## src/level_limit_map.vh

```
// Purpose: shared command codes, defaults and limits of the control block
// Assumes: levels and limits are signed millivolts, 16 bits
// Notes:   definitions only
`ifndef LEVEL_LIMIT_MAP_VH
`define LEVEL_LIMIT_MAP_VH
// ----
// command codes
// ----
`define CMD_SET_HIGH      4'h0
`define CMD_SET_LOW       4'h1
`define CMD_SET_AMPL      4'h2
`define CMD_SET_OFFS      4'h3
`define CMD_SET_HLIM      4'h4
`define CMD_SET_LLIM      4'h5
`define CMD_LIMIT_SWITCH  4'h6
`define CMD_CHECK_SWITCH  4'h7
`define CMD_OUTPUT_SWITCH 4'h8
`define CMD_STAT_PRESET   4'h9
`define CMD_ERR_QUERY     4'hA
`define CMD_VERS_QUERY    4'hB
`define CMD_SET_COUNT     4'hC
`define CMD_PATT_SWITCH   4'hD
`define CMD_DOUBLE_SWITCH 4'hE
`define CMD_STAT_ACCESS   4'hF
// ----
// defaults and fixed values
// ----
`define HIGH_DEFAULT      16'h01F4
`define LOW_DEFAULT       16'hFE0C
`define HLIM_DEFAULT      16'h01F4
`define LLIM_DEFAULT      16'hFE0C
`define COUNT_DEFAULT     17'h00001
`define COUNT_MIN_BURST   17'h00002
`define COUNT_MAX_PULSE   17'h10000
`define COUNT_MAX_PATT    17'h04000
`define ENABLE_PRESET     16'h0000
`define RISING_PRESET     16'h7FFF
`define FALLING_PRESET    16'h0000
`define VERSION_X10       16'h4DD0
`define ERR_NONE          16'h0000
`define ERR_OVERFLOW      16'hFEA2
`define ERR_OUT_OF_RANGE  16'hFF22
`define ERR_SETTINGS      16'hFF23
// ----
// status access field layout in cmd_data
// ----
`define STAT_WRITE_BIT    19
`define STAT_SEL_HI       18
`define STAT_SEL_LO       16
`endif

```

## src/error_code_queue.v

```verilog
// Purpose: first-in first-out store of error codes
// Assumes: push, pop and clear are one-cycle pulses
// Notes:   on overflow the newest entry is replaced by the overflow code
`timescale 1ns/100ps
`include "level_limit_map.vh"
`default_nettype none
module error_code_queue #(
  parameter DEPTH = 8,
  parameter AW    = 3
) (
  input  wire        clk_sys,
  input  wire        reset_n,
  input  wire        clear,
  input  wire        push,
  input  wire [15:0] push_code,
  input  wire        pop,
  output wire [15:0] head_code,
  output wire        empty
);
  reg [15:0]   mem [0:DEPTH-1];
  reg [AW-1:0] rd_ptr;
  reg [AW-1:0] wr_ptr;
  reg [AW:0]   fill;
  wire         full = (fill == DEPTH[AW:0]);
  wire         do_pop = pop && !empty;

  assign empty     = (fill == {(AW+1){1'b0}});
  assign head_code = empty ? `ERR_NONE : mem[rd_ptr];

  always @(posedge clk_sys) begin
    if (!reset_n || clear) begin
      rd_ptr <= {AW{1'b0}};
      wr_ptr <= {AW{1'b0}};
      fill   <= {(AW+1){1'b0}};
    end else begin
      if (do_pop) begin
        rd_ptr <= rd_ptr + 1'b1;
      end
      if (push && full && !do_pop) begin
        mem[wr_ptr - 1'b1] <= `ERR_OVERFLOW;
      end else if (push) begin
        mem[wr_ptr] <= push_code;
        wr_ptr      <= wr_ptr + 1'b1;
      end
      if (push && !full && !do_pop) begin
        fill <= fill + 1'b1;
      end else if (do_pop && !(push)) begin
        fill <= fill - 1'b1;
      end
    end
  end
endmodule // error_code_queue
`default_nettype wire

```

## src/level_limit_error_queue_burst.v

```verilog
// Purpose: command side of a two-output pulse/pattern generator
// Assumes: host commands arrive pre-parsed as code, channel and data
// Notes:   levels and limits in signed millivolts
//
// What this block does
// - refuse high level above high limit
// - refuse low level below low limit
// - check also amplitude/offset; limits reset off
// - one limit switch for voltage and current
// - output on: refuse limit violated by level
// - preset clears event registers and error queue
// - preset: enables, falling zero, rising 7FFF
// - checking on by command/reset, panel only off
// - error queue first-in first-out, query pops
// - empty queue query returns zero
// - overflow replaces newest with -350
// - version query returns 1992.0
// - period count per arm, default one
// - count one, no pattern: one period
// - no pattern: counts 1 to 65536 burst
// - pattern: counts 2 to 16384 bits
// - no pattern: single or double pulse
// - amplitude high minus low, offset mean
`timescale 1ns/100ps
`include "level_limit_map.vh"
`default_nettype none
module level_limit_error_queue_burst #(
  parameter QUEUE_DEPTH = 8,
  parameter QUEUE_AW    = 3
) (
  input  wire        clk_sys,
  input  wire        reset_n,
  input  wire        cmd_valid,
  input  wire [3:0]  cmd_code,
  input  wire        cmd_chan,
  input  wire [31:0] cmd_data,
  output reg         resp_valid,
  output reg  [31:0] resp_data,
  input  wire        panel_check_off,
  input  wire [15:0] operation_condition,
  input  wire [15:0] questionable_condition,
  input  wire        arm,
  input  wire        period_tick,
  output wire [31:0] level_high_bus,
  output wire [31:0] level_low_bus,
  output wire [1:0]  output_enabled,
  output reg         level_limit_switch,
  output reg         error_check_switch,
  output reg         bit_pattern_operation,
  output reg         double_pulse_select,
  output reg  [16:0] period_count_per_arm,
  output wire        burst_busy,
  output wire        period_strobe,
  output wire        pulse_strobe,
  output wire        second_pulse_strobe,
  output wire        bit_strobe,
  output wire [13:0] bit_index
);
  // ----
  // state
  // ----
  reg signed [15:0] level_high [0:1];
  reg signed [15:0] level_low  [0:1];
  reg signed [15:0] high_limit [0:1];
  reg signed [15:0] low_limit  [0:1];
  reg        [1:0]  output_on;
  reg        [15:0] operation_event_enable;
  reg        [15:0] operation_rising_filter;
  reg        [15:0] operation_falling_filter;
  reg        [15:0] questionable_event_enable;
  reg        [15:0] questionable_rising_filter;
  reg        [15:0] questionable_falling_filter;
  reg        [15:0] operation_event;
  reg        [15:0] questionable_event;
  reg        [15:0] operation_prev;
  reg        [15:0] questionable_prev;

  // ----
  // helpers
  // ----
  function signed [15:0] half_of;
    input signed [16:0] value;
    begin
      half_of = value[16:1];
    end
  endfunction

  function levels_ok;
    input        enabled;
    input signed [15:0] high, low, hlim, llim;
    begin
      levels_ok = !enabled || ((high <= hlim) && (low >= llim));
    end
  endfunction

  // ----
  // candidate levels for the addressed output
  // ----
  wire signed [15:0] cur_high  = level_high[cmd_chan];
  wire signed [15:0] cur_low   = level_low[cmd_chan];
  wire signed [15:0] cur_hlim  = high_limit[cmd_chan];
  wire signed [15:0] cur_llim  = low_limit[cmd_chan];
  wire signed [15:0] arg       = cmd_data[15:0];
  wire signed [16:0] level_sum = {cur_high[15], cur_high} + {cur_low[15], cur_low};
  wire signed [16:0] level_dif = {cur_high[15], cur_high} - {cur_low[15], cur_low};
  wire signed [16:0] arg_x2    = {arg, 1'b0};
  reg  signed [15:0] next_high;
  reg  signed [15:0] next_low;

  always @* begin
    next_high = cur_high;
    next_low  = cur_low;
    case (cmd_code)
      `CMD_SET_HIGH: begin
        next_high = arg;
      end
      `CMD_SET_LOW: begin
        next_low = arg;
      end
      `CMD_SET_AMPL: begin
        next_high = half_of(level_sum + {arg[15], arg});
        next_low  = half_of(level_sum - {arg[15], arg});
      end
      `CMD_SET_OFFS: begin
        next_high = half_of(arg_x2 + level_dif);
        next_low  = half_of(arg_x2 - level_dif);
      end
      default: begin
        next_high = cur_high;
      end
    endcase
  end

  wire is_level_cmd = (cmd_code == `CMD_SET_HIGH) || (cmd_code == `CMD_SET_LOW) ||
                      (cmd_code == `CMD_SET_AMPL) || (cmd_code == `CMD_SET_OFFS);
  // one check covers high/low and amplitude/offset forms
  wire level_refused = is_level_cmd &&
                       !levels_ok(level_limit_switch, next_high, next_low, cur_hlim, cur_llim);
  // with the output live, a new high limit may not cut below, nor a new low limit above, the level in use
  wire hlim_refused  = output_on[cmd_chan] && (arg < cur_high);
  wire llim_refused  = output_on[cmd_chan] && (arg > cur_low);
  wire [16:0] count_arg = cmd_data[16:0];
  wire count_refused = bit_pattern_operation ?
                       ((count_arg < `COUNT_MIN_BURST) || (count_arg > `COUNT_MAX_PATT)) :
                       ((count_arg < `COUNT_DEFAULT) || (count_arg > `COUNT_MAX_PULSE));
  // switching pattern on is refused unless the present count is legal there
  wire patt_refused  = cmd_data[0] && ((period_count_per_arm < `COUNT_MIN_BURST) ||
                       (period_count_per_arm > `COUNT_MAX_PATT));

  // ----
  // error queue
  // ----
  reg         err_push;
  reg  [15:0] err_code;
  wire        err_pop = cmd_valid && (cmd_code == `CMD_ERR_QUERY);
  wire        preset  = cmd_valid && (cmd_code == `CMD_STAT_PRESET);
  wire [15:0] err_head;

  always @* begin
    err_push = 1'b0;
    err_code = `ERR_SETTINGS;
    if (cmd_valid && error_check_switch) begin
      case (cmd_code)
        `CMD_SET_HIGH, `CMD_SET_LOW, `CMD_SET_AMPL, `CMD_SET_OFFS: begin
          err_push = level_refused;
        end
        `CMD_SET_HLIM: begin
          err_push = hlim_refused;
        end
        `CMD_SET_LLIM: begin
          err_push = llim_refused;
        end
        `CMD_SET_COUNT: begin
          err_push = count_refused;
          err_code = `ERR_OUT_OF_RANGE;
        end
        `CMD_PATT_SWITCH: begin
          err_push = patt_refused;
        end
        default: begin
          err_push = 1'b0;
        end
      endcase
    end
  end

  error_code_queue #(
    .DEPTH (QUEUE_DEPTH),
    .AW    (QUEUE_AW)
  ) u_error_queue (
    .clk_sys   (clk_sys),
    .reset_n   (reset_n),
    .clear     (preset),
    .push      (err_push),
    .push_code (err_code),
    .pop       (err_pop),
    .head_code (err_head),
    .empty     ()
  );

  // ----
  // command execution
  // ----
  wire [2:0] stat_sel = cmd_data[`STAT_SEL_HI:`STAT_SEL_LO];
  wire       stat_wr  = cmd_valid && (cmd_code == `CMD_STAT_ACCESS) && cmd_data[`STAT_WRITE_BIT];
  wire       stat_rd  = cmd_valid && (cmd_code == `CMD_STAT_ACCESS) && !cmd_data[`STAT_WRITE_BIT];
  reg [15:0] stat_value;

  always @* begin
    case (stat_sel)
      3'h0:    stat_value = operation_event_enable;
      3'h1:    stat_value = operation_rising_filter;
      3'h2:    stat_value = operation_falling_filter;
      3'h3:    stat_value = questionable_event_enable;
      3'h4:    stat_value = questionable_rising_filter;
      3'h5:    stat_value = questionable_falling_filter;
      3'h6:    stat_value = operation_event;
      default: stat_value = questionable_event;
    endcase
  end

  integer i;
  always @(posedge clk_sys) begin
    if (!reset_n) begin
      for (i = 0; i < 2; i = i + 1) begin
        level_high[i] <= `HIGH_DEFAULT;
        level_low[i]  <= `LOW_DEFAULT;
        high_limit[i] <= `HLIM_DEFAULT;
        low_limit[i]  <= `LLIM_DEFAULT;
      end
      output_on             <= 2'h0;
      level_limit_switch    <= 1'b0;
      error_check_switch    <= 1'b1;
      bit_pattern_operation <= 1'b0;
      double_pulse_select   <= 1'b0;
      period_count_per_arm  <= `COUNT_DEFAULT;
    end else if (cmd_valid) begin
      case (cmd_code)
        `CMD_SET_HIGH, `CMD_SET_LOW, `CMD_SET_AMPL, `CMD_SET_OFFS: begin
          if (!level_refused) begin
            level_high[cmd_chan] <= next_high;
            level_low[cmd_chan]  <= next_low;
          end
        end
        `CMD_SET_HLIM: begin
          if (!hlim_refused) begin
            high_limit[cmd_chan] <= arg;
          end
        end
        `CMD_SET_LLIM: begin
          if (!llim_refused) begin
            low_limit[cmd_chan] <= arg;
          end
        end
        `CMD_LIMIT_SWITCH: begin
          level_limit_switch <= cmd_data[0];
        end
        `CMD_CHECK_SWITCH: begin
          error_check_switch <= cmd_data[0];
        end
        `CMD_OUTPUT_SWITCH: begin
          output_on[cmd_chan] <= cmd_data[0];
        end
        `CMD_SET_COUNT: begin
          if (!count_refused) begin
            period_count_per_arm <= count_arg;
          end
        end
        `CMD_PATT_SWITCH: begin
          if (!patt_refused) begin
            bit_pattern_operation <= cmd_data[0];
          end
        end
        `CMD_DOUBLE_SWITCH: begin
          double_pulse_select <= cmd_data[0];
        end
        default: begin
          output_on <= output_on;
        end
      endcase
    end else if (panel_check_off) begin
      error_check_switch <= 1'b0;
    end
  end

  // ----
  // status groups
  // ----
  wire [15:0] oper_hits = (operation_condition & ~operation_prev & operation_rising_filter) |
                          (~operation_condition & operation_prev & operation_falling_filter);
  wire [15:0] ques_hits = (questionable_condition & ~questionable_prev & questionable_rising_filter) |
                          (~questionable_condition & questionable_prev & questionable_falling_filter);
  wire        oper_clr  = preset || (stat_rd && (stat_sel == 3'h6));
  wire        ques_clr  = preset || (stat_rd && (stat_sel == 3'h7));

  always @(posedge clk_sys) begin
    if (!reset_n || preset) begin
      operation_event_enable      <= `ENABLE_PRESET;
      operation_rising_filter     <= `RISING_PRESET;
      operation_falling_filter    <= `FALLING_PRESET;
      questionable_event_enable   <= `ENABLE_PRESET;
      questionable_rising_filter  <= `RISING_PRESET;
      questionable_falling_filter <= `FALLING_PRESET;
    end else if (stat_wr) begin
      case (stat_sel)
        3'h0:    operation_event_enable      <= cmd_data[15:0];
        3'h1:    operation_rising_filter     <= cmd_data[15:0];
        3'h2:    operation_falling_filter    <= cmd_data[15:0];
        3'h3:    questionable_event_enable   <= cmd_data[15:0];
        3'h4:    questionable_rising_filter  <= cmd_data[15:0];
        3'h5:    questionable_falling_filter <= cmd_data[15:0];
        default: operation_event_enable      <= operation_event_enable;
      endcase
    end
  end

  // new hits win over a clear in the same cycle
  always @(posedge clk_sys) begin
    if (!reset_n) begin
      operation_event    <= 16'h0000;
      questionable_event <= 16'h0000;
      operation_prev     <= 16'h0000;
      questionable_prev  <= 16'h0000;
    end else begin
      operation_prev     <= operation_condition;
      questionable_prev  <= questionable_condition;
      operation_event    <= (oper_clr ? 16'h0000 : operation_event) | oper_hits;
      questionable_event <= (ques_clr ? 16'h0000 : questionable_event) | ques_hits;
    end
  end

  // ----
  // answers
  // ----
  always @(posedge clk_sys) begin
    if (!reset_n) begin
      resp_valid <= 1'b0;
      resp_data  <= 32'h00000000;
    end else begin
      resp_valid <= cmd_valid && (err_pop || stat_rd || (cmd_code == `CMD_VERS_QUERY));
      if (err_pop) begin
        resp_data <= {{16{err_head[15]}}, err_head};
      end else if (cmd_valid && (cmd_code == `CMD_VERS_QUERY)) begin
        resp_data <= {16'h0000, `VERSION_X10};
      end else if (stat_rd) begin
        resp_data <= {16'h0000, stat_value};
      end
    end
  end

  // ----
  // period sequencer and level outputs
  // ----
  period_sequencer #(
    .CW (17),
    .BW (14)
  ) u_sequencer (
    .clk_sys             (clk_sys),
    .reset_n             (reset_n),
    .arm                 (arm),
    .period_tick         (period_tick),
    .count               (period_count_per_arm),
    .pattern_on          (bit_pattern_operation),
    .double_on           (double_pulse_select),
    .busy                (burst_busy),
    .period_strobe       (period_strobe),
    .pulse_strobe        (pulse_strobe),
    .second_pulse_strobe (second_pulse_strobe),
    .bit_strobe          (bit_strobe),
    .bit_index           (bit_index)
  );

  assign level_high_bus = {level_high[1], level_high[0]};
  assign level_low_bus  = {level_low[1], level_low[0]};
  assign output_enabled = output_on;
endmodule // level_limit_error_queue_burst
`default_nettype wire

```

## src/period_sequencer.v

```verilog
// Purpose: counts pulse or bit periods after each arming event
// Assumes: period_tick marks each period trigger, one cycle wide
// Notes:   count is latched at arming; arming while busy is ignored
`timescale 1ns/100ps
`default_nettype none
module period_sequencer #(
  parameter CW = 17,
  parameter BW = 14
) (
  input  wire          clk_sys,
  input  wire          reset_n,
  input  wire          arm,
  input  wire          period_tick,
  input  wire [CW-1:0] count,
  input  wire          pattern_on,
  input  wire          double_on,
  output reg           busy,
  output reg           period_strobe,
  output reg           pulse_strobe,
  output reg           second_pulse_strobe,
  output reg           bit_strobe,
  output reg  [BW-1:0] bit_index
);
  reg [CW-1:0] remaining;
  reg          patt_latched;
  reg          double_latched;

  always @(posedge clk_sys) begin
    if (!reset_n) begin
      busy                <= 1'b0;
      remaining           <= {CW{1'b0}};
      patt_latched        <= 1'b0;
      double_latched      <= 1'b0;
      period_strobe       <= 1'b0;
      pulse_strobe        <= 1'b0;
      second_pulse_strobe <= 1'b0;
      bit_strobe          <= 1'b0;
      bit_index           <= {BW{1'b0}};
    end else begin
      period_strobe       <= 1'b0;
      pulse_strobe        <= 1'b0;
      second_pulse_strobe <= 1'b0;
      bit_strobe          <= 1'b0;
      if (!busy && arm) begin
        busy           <= 1'b1;
        remaining      <= count;
        patt_latched   <= pattern_on;
        double_latched <= double_on;
        bit_index      <= {BW{1'b0}};
      end else if (busy && period_tick) begin
        period_strobe <= 1'b1;
        if (patt_latched) begin
          bit_strobe <= 1'b1;
          bit_index  <= bit_index + 1'b1;
        end else begin
          pulse_strobe        <= 1'b1;
          second_pulse_strobe <= double_latched;
        end
        remaining <= remaining - 1'b1;
        if (remaining == {{(CW-1){1'b0}}, 1'b1}) begin
          busy <= 1'b0;
        end
      end
    end
  end
endmodule // period_sequencer
`default_nettype wire
```

## config.mk

```make
export PLATFORM = sky130hd
export DESIGN_NAME = level_limit_error_queue_burst
export DESIGN_NICKNAME = d
export VERILOG_FILES = /design/src/error_code_queue.v /design/src/level_limit_error_queue_burst.v /design/src/period_sequencer.v
export VERILOG_INCLUDE_DIRS = /design/src /design/src/src
export SDC_FILE = /design/constraint.sdc
export NUM_CORES = 1
export LEC_CHECK = 0
export ABC_AREA = 1
export BUFFER_PORTS_ARGS = -buffer_cell sky130_fd_sc_hd__buf_2
export CAP_MARGIN = 0
export CORE_MARGIN = 4
export CORE_UTILIZATION = 62
export CTS_BUF_LIST = sky130_fd_sc_hd__clkbuf_4
export DETAILED_ROUTE_END_ITERATION = 8
export PLACE_DENSITY_LB_ADDON = 0.1
export SLEW_MARGIN = 10
export SYNTH_ARGS = -nofsm -noshare
export SYNTH_HDL_FRONTEND = slang
export SYNTH_SLANG_ARGS = --single-unit
```

## constraint.sdc

```tcl
create_clock -name clk_sys -period 9.8 [get_ports clk_sys]
set_clock_uncertainty 0.15 [all_clocks]
set_input_delay 1.47 -clock clk_sys [delete_from_list [all_inputs] [get_ports clk_sys]]
set_output_delay 1.47 -clock clk_sys [all_outputs]
set_load 0.01 [all_outputs]
```

* Word-level counts from Yosys, hierarchy flattened
Memory sizes are Yosys's and may differ from the RTL's. A register that Yosys moved wholly into a read port is not among the register bits.
Cells that the tools add are included.
** Storage, ports and cells
- Output and inout port bits :: 139
- Bits in writable memories :: 152
- Input port bits :: 75
- Bits in registers :: 264
- ROM bits :: 0
- Latch bits :: 0
- Memories kept :: 5
- Logic and storage cells :: 255
** Memory list
- high_limit :: words 2, width 16, read ports 1, clocked after Yosys merged registers in 0, write ports 2, line level_limit_error_queue_burst.v:64 : reg signed [15:0] high_limit [0:1];
- level_high :: words 2, width 16, read ports 3, clocked after Yosys merged registers in 0, write ports 2, line level_limit_error_queue_burst.v:62 : reg signed [15:0] level_high [0:1];
- level_low :: words 2, width 16, read ports 3, clocked after Yosys merged registers in 0, write ports 2, line level_limit_error_queue_burst.v:63 : reg signed [15:0] level_low [0:1];
- low_limit :: words 2, width 16, read ports 1, clocked after Yosys merged registers in 0, write ports 2, line level_limit_error_queue_burst.v:65 : reg signed [15:0] low_limit [0:1];
- u_error_queue.mem :: words 8, width 3, read ports 1, clocked after Yosys merged registers in 1, write ports 1, line error_code_queue.v:20 : reg [15:0] mem [0:DEPTH-1];
** Operators by class
- Shifts and indexed selects :: 0
- Eq/ne operators :: 25
- Multipliers :: 0
- Muxes and demuxes :: 72
- Add/sub/neg operators :: 13
- Div/mod/pow operators :: 0
- Bitwise logic cells :: 21
- $lt $le $gt $ge :: 12
- Reduce and logical (&&, ||, !) cells :: 77
** Operator list (number)
- AND 16 bit :: 8
- 2-to-1 mux 16 bit :: 7
- case mux 16 bit (7 select lines) :: 1
- 2-to-1 mux 32 bit :: 3
- case mux 16 bit (3 select lines) :: 2
- NOT 16 bit :: 4
- bitwise OR 16 bit :: 4
- OR reduction 16 bit :: 4
- 2-to-1 mux 1 bit :: 48
- equality test 4 bit, second input constant :: 9
- adder 17 bit :: 2
- > comparator 17 x 15 -> 1 bit, second input constant :: 2
- less-than comparator 17 x 2 -> 1 bit, second input constant :: 2
- 2-to-1 mux 17 bit :: 2
- subtractor 17 bit :: 2
- AND reduction 2 bit :: 13
- logical AND 1 bit :: 24
- adder 16 x 16 -> 17 bit :: 1
- equality test 17 x 1 -> 1 bit, second input constant :: 1
- > comparator 17 bit, second input constant :: 1
- less-than comparator 17 x 1 -> 1 bit, second input constant :: 1
- subtractor 16 x 16 -> 17 bit :: 1
- subtractor 17 x 1 -> 17 bit, second input constant :: 1
- equality test 4 x 3 -> 1 bit, second input constant :: 4
- 33 further kinds :: 73

* Depth between registers and ports, before layout
An unclocked memory read counts as a cell.
- Word-level depth :: 18
- Gate-level depth with buffers :: 59
- Gate-level depth less buffers :: 55

* Cells and area by module
From an unflattened synthesis, not the netlist that was laid out.
** Second synthesis, totals
- Cells, all modules :: 3706
- Area total of the unflattened synthesis :: 29244.3 um^2
** By module, submodules not included
- level_limit_error_queue_burst :: instances 1, cells an instance 2883, seq. area each 7867.5 um^2, area each 21186.6 um^2
- error_code_queue :: instances 1, cells an instance 494, seq. area each 4103.9 um^2, area each 5957.0 um^2
- period_sequencer :: instances 1, cells an instance 329, seq. area each 760.7 um^2, area each 2100.8 um^2

* Worst setup path before layout
Ideal clock, no wire load.
- Path kind :: input -> register
- Start :: input port cmd_chan
- End :: memory level_high[0][0], enable pin
- Required time :: 9.261 ns
- Setup time :: 0.389 ns
- Cell stages on the path :: 45
- Setup slack :: 1.258 ns
- Arrival :: 8.003 ns
- Buffers on the path :: 4
- Path through :: buf_4 -> inv_2 -> clkbuf_1 -> clkbuf_1 -> or2_2 -> o21ai_0 -> inv_1 -> ha_1 -> inv_1 -> a21oi_1 -> o21ai_0 -> a21oi_1 -> o21ai_0 -> nand2_1 -> nand2_1 -> a21oi_1 -> nor2_1 -> o21ai_0 -> [... 9 more ...] -> nand3_1 -> nand2_1 -> nand2_1 -> inv_1 -> ha_1 -> nand2_1 -> nor4_2 -> nand2_1 -> nand2_1 -> nand2_1 -> nand3_1 -> nand2_1 -> nand3_2 -> nand4_2 -> nor2_4 -> inv_2 -> buf_6 -> nand2_1
** RTL lines
- start: declaration :: line level_limit_error_queue_burst.v:35 : input wire cmd_chan,
- end: declaration :: line level_limit_error_queue_burst.v:62

* Worst setup path after layout
- Start :: input port cmd_chan
- End :: register u_error_queue.fill[3]
** Between the ends
- Longest elaborated chain between the ends :: 14
- Elaborated cells on any way between the ends :: 32
- Those cells by class :: 6 x add/sub; 4 x order compare; 7 x mux; 11 x reduce/logical; 4 x memory
** RTL lines
- memory (2 x 16 bit) (on tied branches)
- subtractor 16 x 16 -> 17 bit or adder 16 x 16 -> 17 bit (tied branches) :: line level_limit_error_queue_burst.v:105, level_limit_error_queue_burst.v:104
- adder 17 bit (on tied branches) :: line level_limit_error_queue_burst.v:125, level_limit_error_queue_burst.v:121
- case mux 16 bit (3 select lines) (*) :: line level_limit_error_queue_burst.v:113 : case (cmd_code)
- named net next_high[11] :: line level_limit_error_queue_burst.v:107 : reg signed [15:0] next_high;
- less-or-equal comparator 16 bit (*) :: line level_limit_error_queue_burst.v:92 : levels_ok = !enabled || ((high <= hlim) && (low >= llim));
- logical AND 1 bit (*) :: line level_limit_error_queue_burst.v:92
- logical OR 1 bit (*) :: line level_limit_error_queue_burst.v:92
- logical NOT 1 bit (*) :: line level_limit_error_queue_burst.v:138 : !levels_ok(level_limit_switch, next_high, next_low, cur_hlim, cur_llim);
- logical AND 1 bit (*) :: line level_limit_error_queue_burst.v:137 : wire level_refused = is_level_cmd &&
- case mux 1 bit (5 select lines) (*) :: line level_limit_error_queue_burst.v:163 : case (cmd_code)
- 2-to-1 mux 1 bit (*) :: line level_limit_error_queue_burst.v:162 : if (cmd_valid && error_check_switch) begin
- logical AND 1 bit or logical NOT 1 bit (tied branches) :: line error_code_queue.v:45, error_code_queue.v:47
- logical AND 1 bit (on tied branches) :: line error_code_queue.v:45, error_code_queue.v:47
- 2-to-1 mux 4 bit or nonzero test 2 bit (tied branches)
- end signal: assignment :: line error_code_queue.v:34 : fill <= {(AW+1){1'b0}};
- end signal: assignment :: line error_code_queue.v:46 : fill <= fill + 1'b1;
- end signal: assignment :: line error_code_queue.v:48 : fill <= fill - 1'b1;
- end: declaration :: line error_code_queue.v:23 : reg [AW:0] fill;
Mark *: on every way through the listed nets, which the timed path passes. The rest lies on a longest branch. The select of a mux whose other input is x is not followed.
A chain may end at the register's enable or synchronous reset.

==> summary.md <==
| Metric | Value |
|---|---|
| Via count | 23,429 |
| Starting Density | 62.6% |
| Endpoint class of the critical path | flop |
| Proportion of layout cells with a drive suffix above 1 | 15.3% |
| Most Frequent Cell on Critical Path | nand2_1 |
| Crit path max-delay cell type | o21ai_0 |
| H-tree lvl count | 3 |
| CTS tree | built |
| Vias in the first global route | 22,104 |
| Die Ht | 206 um |
| Max FO, Critical Path | 17 |
| Fin crit share | 90.3% |
| Crit path required time | 10.40 ns |
| Post-CTS Resized | 0 |
| Synth top area cells | dfxtp_1, edfxtp_1, nand2_1, ha_1, a21oi_1 |
| Largest delay share family, worst path | simple AND/OR/NAND/NOR gates |
| CTS clk-pin slew, worst paths | 0.06 ns |
| Kind of critical path | input port to flop |
| Async SR Flop Fraction | 0% |
| Post-synth EDFFs | 152 |
| Fmax | 113 MHz |
| Setup TNS | 0 ns |
| Die X | between 200 and 250 um |
| Clk buf depth | 3 |
| CORE AREA | 0.0386 mm2 |
| WHS | 0.298 ns |
| Worst hold path type | flop to flop |
| Final setup fails | 0 |
| Fill count | 3,262 |
| Status | finished, final reports clean |
| DIE AREA | 0.0423 mm2 |
| Register area share after synthesis | between 30 and 40% |
| DP HPWL | slightly below 60 mm |
| Max-cap viol count | 0 |
| Peak supply drop | 0.128 mV |
| Dpl ws | 0.375 ns |
| Arr. time, crit path | roughly 9.5 ns |
| Post-CTS Setup Bufs | 0 |
| Gpl congestion | 0.963 |
| Floorplan row count | between 70 and 80 |
| #FFs+latches synth | slightly above 400 |
| Hold Vio Cnt, Final | 0 |
| IO Port Bufs | 201 |
| Drt total wl | around 82 mm |
| Initial antenna violation count | 7 |
| RSZ-0062 raised after global routing | no |
| Leak pwr | 12.0 nW |
| First-pass GRT wire length | 122 mm |
| Cell variety after synth | 63 |
| Syn Nets | 3,409 |
| Synth area leader | dfxtp_1 |
| Io pins | 214 |
| DR vias/cell | between 5 and 6 |
| Reg2Reg Setup Slack | 1.62 ns |
| Synth Instances | ~3,200 |
| Slew Limit Fails | 0 |
| Slew HR | between 10% and 20% |
| Antenna Nets Post-Route | 0 |
| WL/cell | 20.7 um |
| Layout overhead on the synthesized area | 11.2% |
| Cts bufs inserted | 102 |
| Gr usage total | 37.7% |
| Warnings from Yosys | 0 |
| Post-route setup slack | around 0.95 ns |
| Worst-Margin Slew | 1.23 ns |
| Slowest cell delay on critical path | 0.56 ns |
| Multi-input gate area | 0.0123 mm2 |
| Startpoint Class | input port |
| Mapped cell area | 0.0242 mm2 |
| Initial DRC count | around 2,600 |
| DRC violations left | 0 |
| Top FF cell, synth | dfxtp_1 |
| Clock Latency Late Sink | 0.85 ns |
| Hold-fix buffers, CTS | 0 |
| Min Tclk post-route | ~8.8 ns |
| Buffers and inverters on the worst path | 7 |
| Sequential cell area | roughly 0.0096 mm2 |
| Largest net degree at the start of global routing | 80 |
| Grt total ovfl | 0 |
| Top cell type's share of synthesized area | between 20% and 30% |
| CTS Root Cell | clkbuf_4 |
| DRT Pass-1 Iters | 7 |
| Avg Cell Area, Syn | 7.66 um2 |
| # clock sinks | approximately 400 |
| Cell Pwr Density | between 150 and 200 mW/mm2 |
| Final net count | 3,629 |
==> path summary, 6_finish.rpt <==
check | start | endpoint | cells past startpoint
worst max-delay path | cmd_chan | u_error_queue.fill[3]$_SDFFE_PP0P_ | 47
worst min-delay path | operation_event_enable[13]$_SDFFE_PP0P_ | operation_event_enable[13]$_SDFFE_PP0P_ | 2
worst min register to register | operation_event_enable[13]$_SDFFE_PP0P_ | operation_event_enable[13]$_SDFFE_PP0P_ | 2
worst max register to register | level_high[0][1]$_SDFFCE_PN0P_ | u_error_queue.fill[3]$_SDFFE_PP0P_ | 44
==> registers in the layout, summed over array words and instances (netlist names), 17 cells and up, named ones only <==
signal,flops
high_limit,32
level_high,32
level_low,32
low_limit,32
u_error_queue.mem,24
period_count_per_arm,17
resp_data,17
u_sequencer.remaining,17
==> through the flow <==
stage          total power, mW  util, %  instances  cell area (um2)
4_1_cts                   4.18     69.6       3966            26900
2_1_floorplan             2.47        -       3158            24200
3_3_place_gp              2.73     66.2       3792            25600
6_report                  4.20     69.6       3975            26900
3_5_place_dp              2.76     66.2       3792            25600
5_1_grt                   4.39     69.6       3971            26900
==> logic make-up after synthesis <==
kind of cell	after synthesis	synth area share [%]
flops	404	39.7
xor+xnor	47	1.70
compound gates	774	18.1
mux	30	1.24
fa+ha+maj	176	9.32
simple gates	1156	20.5
buf+inv	571	9.43
==> layout by cell type (no fill, tap or decap), types with 22 or more instances in the layout <==
master | Yosys | routed
ha_1 | 169 | 169
nor2_1 | 277 | 276
buf_4 | 19 | 39
or2_2 | 41 | 41
nor3_1 | 25 | 25
a31oi_1 | 50 | 50
inv_1 | 406 | 405
o21ai_0 | 262 | 262
nand2_1 | 583 | 583
dfxtp_1 | 252 | 252
o211ai_1 | 23 | 23
a21oi_1 | 312 | 312
inv_2 | 27 | 28
buf_2 | 16 | 201
xor2_1 | 37 | 37
mux2i_1 | 30 | 30
clkbuf_4 | 0 | 157
nand3_1 | 143 | 143
a221oi_1 | 22 | 22
edfxtp_1 | 152 | 152
==> synth_stat cells, types with 23 or more instances <==
library cell and n:
inv_2 27, o21ai_0 262, nor2_1 277, o211ai_1 23
clkbuf_1 77, xor2_1 37, dfxtp_1 252, nand3_1 143
nor3_1 25, mux2i_1 30, ha_1 169, inv_1 406
a21oi_1 312, or2_2 41, nand2_1 583, edfxtp_1 152
a31oi_1 50
==> tightest hold or removal path, cell delays in order, from the launching register on <==
cell     delay (ns)
dfxtp_1        0.31
inv_1          0.05
a21oi_1        0.05
==> metal layers <==
layer | up-vias | wire length (um) | part of all wire, % | track usage, %
li1 | 11091 | - | - | -
met1 | 10822 | 31000 | 38 | 45.8
met2 | 1204 | 37700 | 46 | 60.6
met3 | 310 | 7920 | 9.6 | 8.73
met4 | 2 | 5730 | 6.9 | 23.8
met5 | - | 9 | 0.011 | 0
==> layout make-up <==
cell class | count | area share (%)
Antenna cell | 9 | 0.0837
Clock buffer | 157 | 4.38
Clock inverter | 17 | 0.423
Inverter | 444 | 6.19
Multi-Input combinational cell | 2183 | 45.8
Sequential cell | 404 | 35.7
Tap cell | 518 | 2.41
Timing Repair Buffer | 243 | 5.05
==> power by group <==
part	switching, mW	internal (mW)
Sequential	0.0322	1.79
Clock	0.692	0.750
Combinational	0.639	0.295
Total	1.36	2.83
No activity file was read; power rests on OpenSTA's default activity.
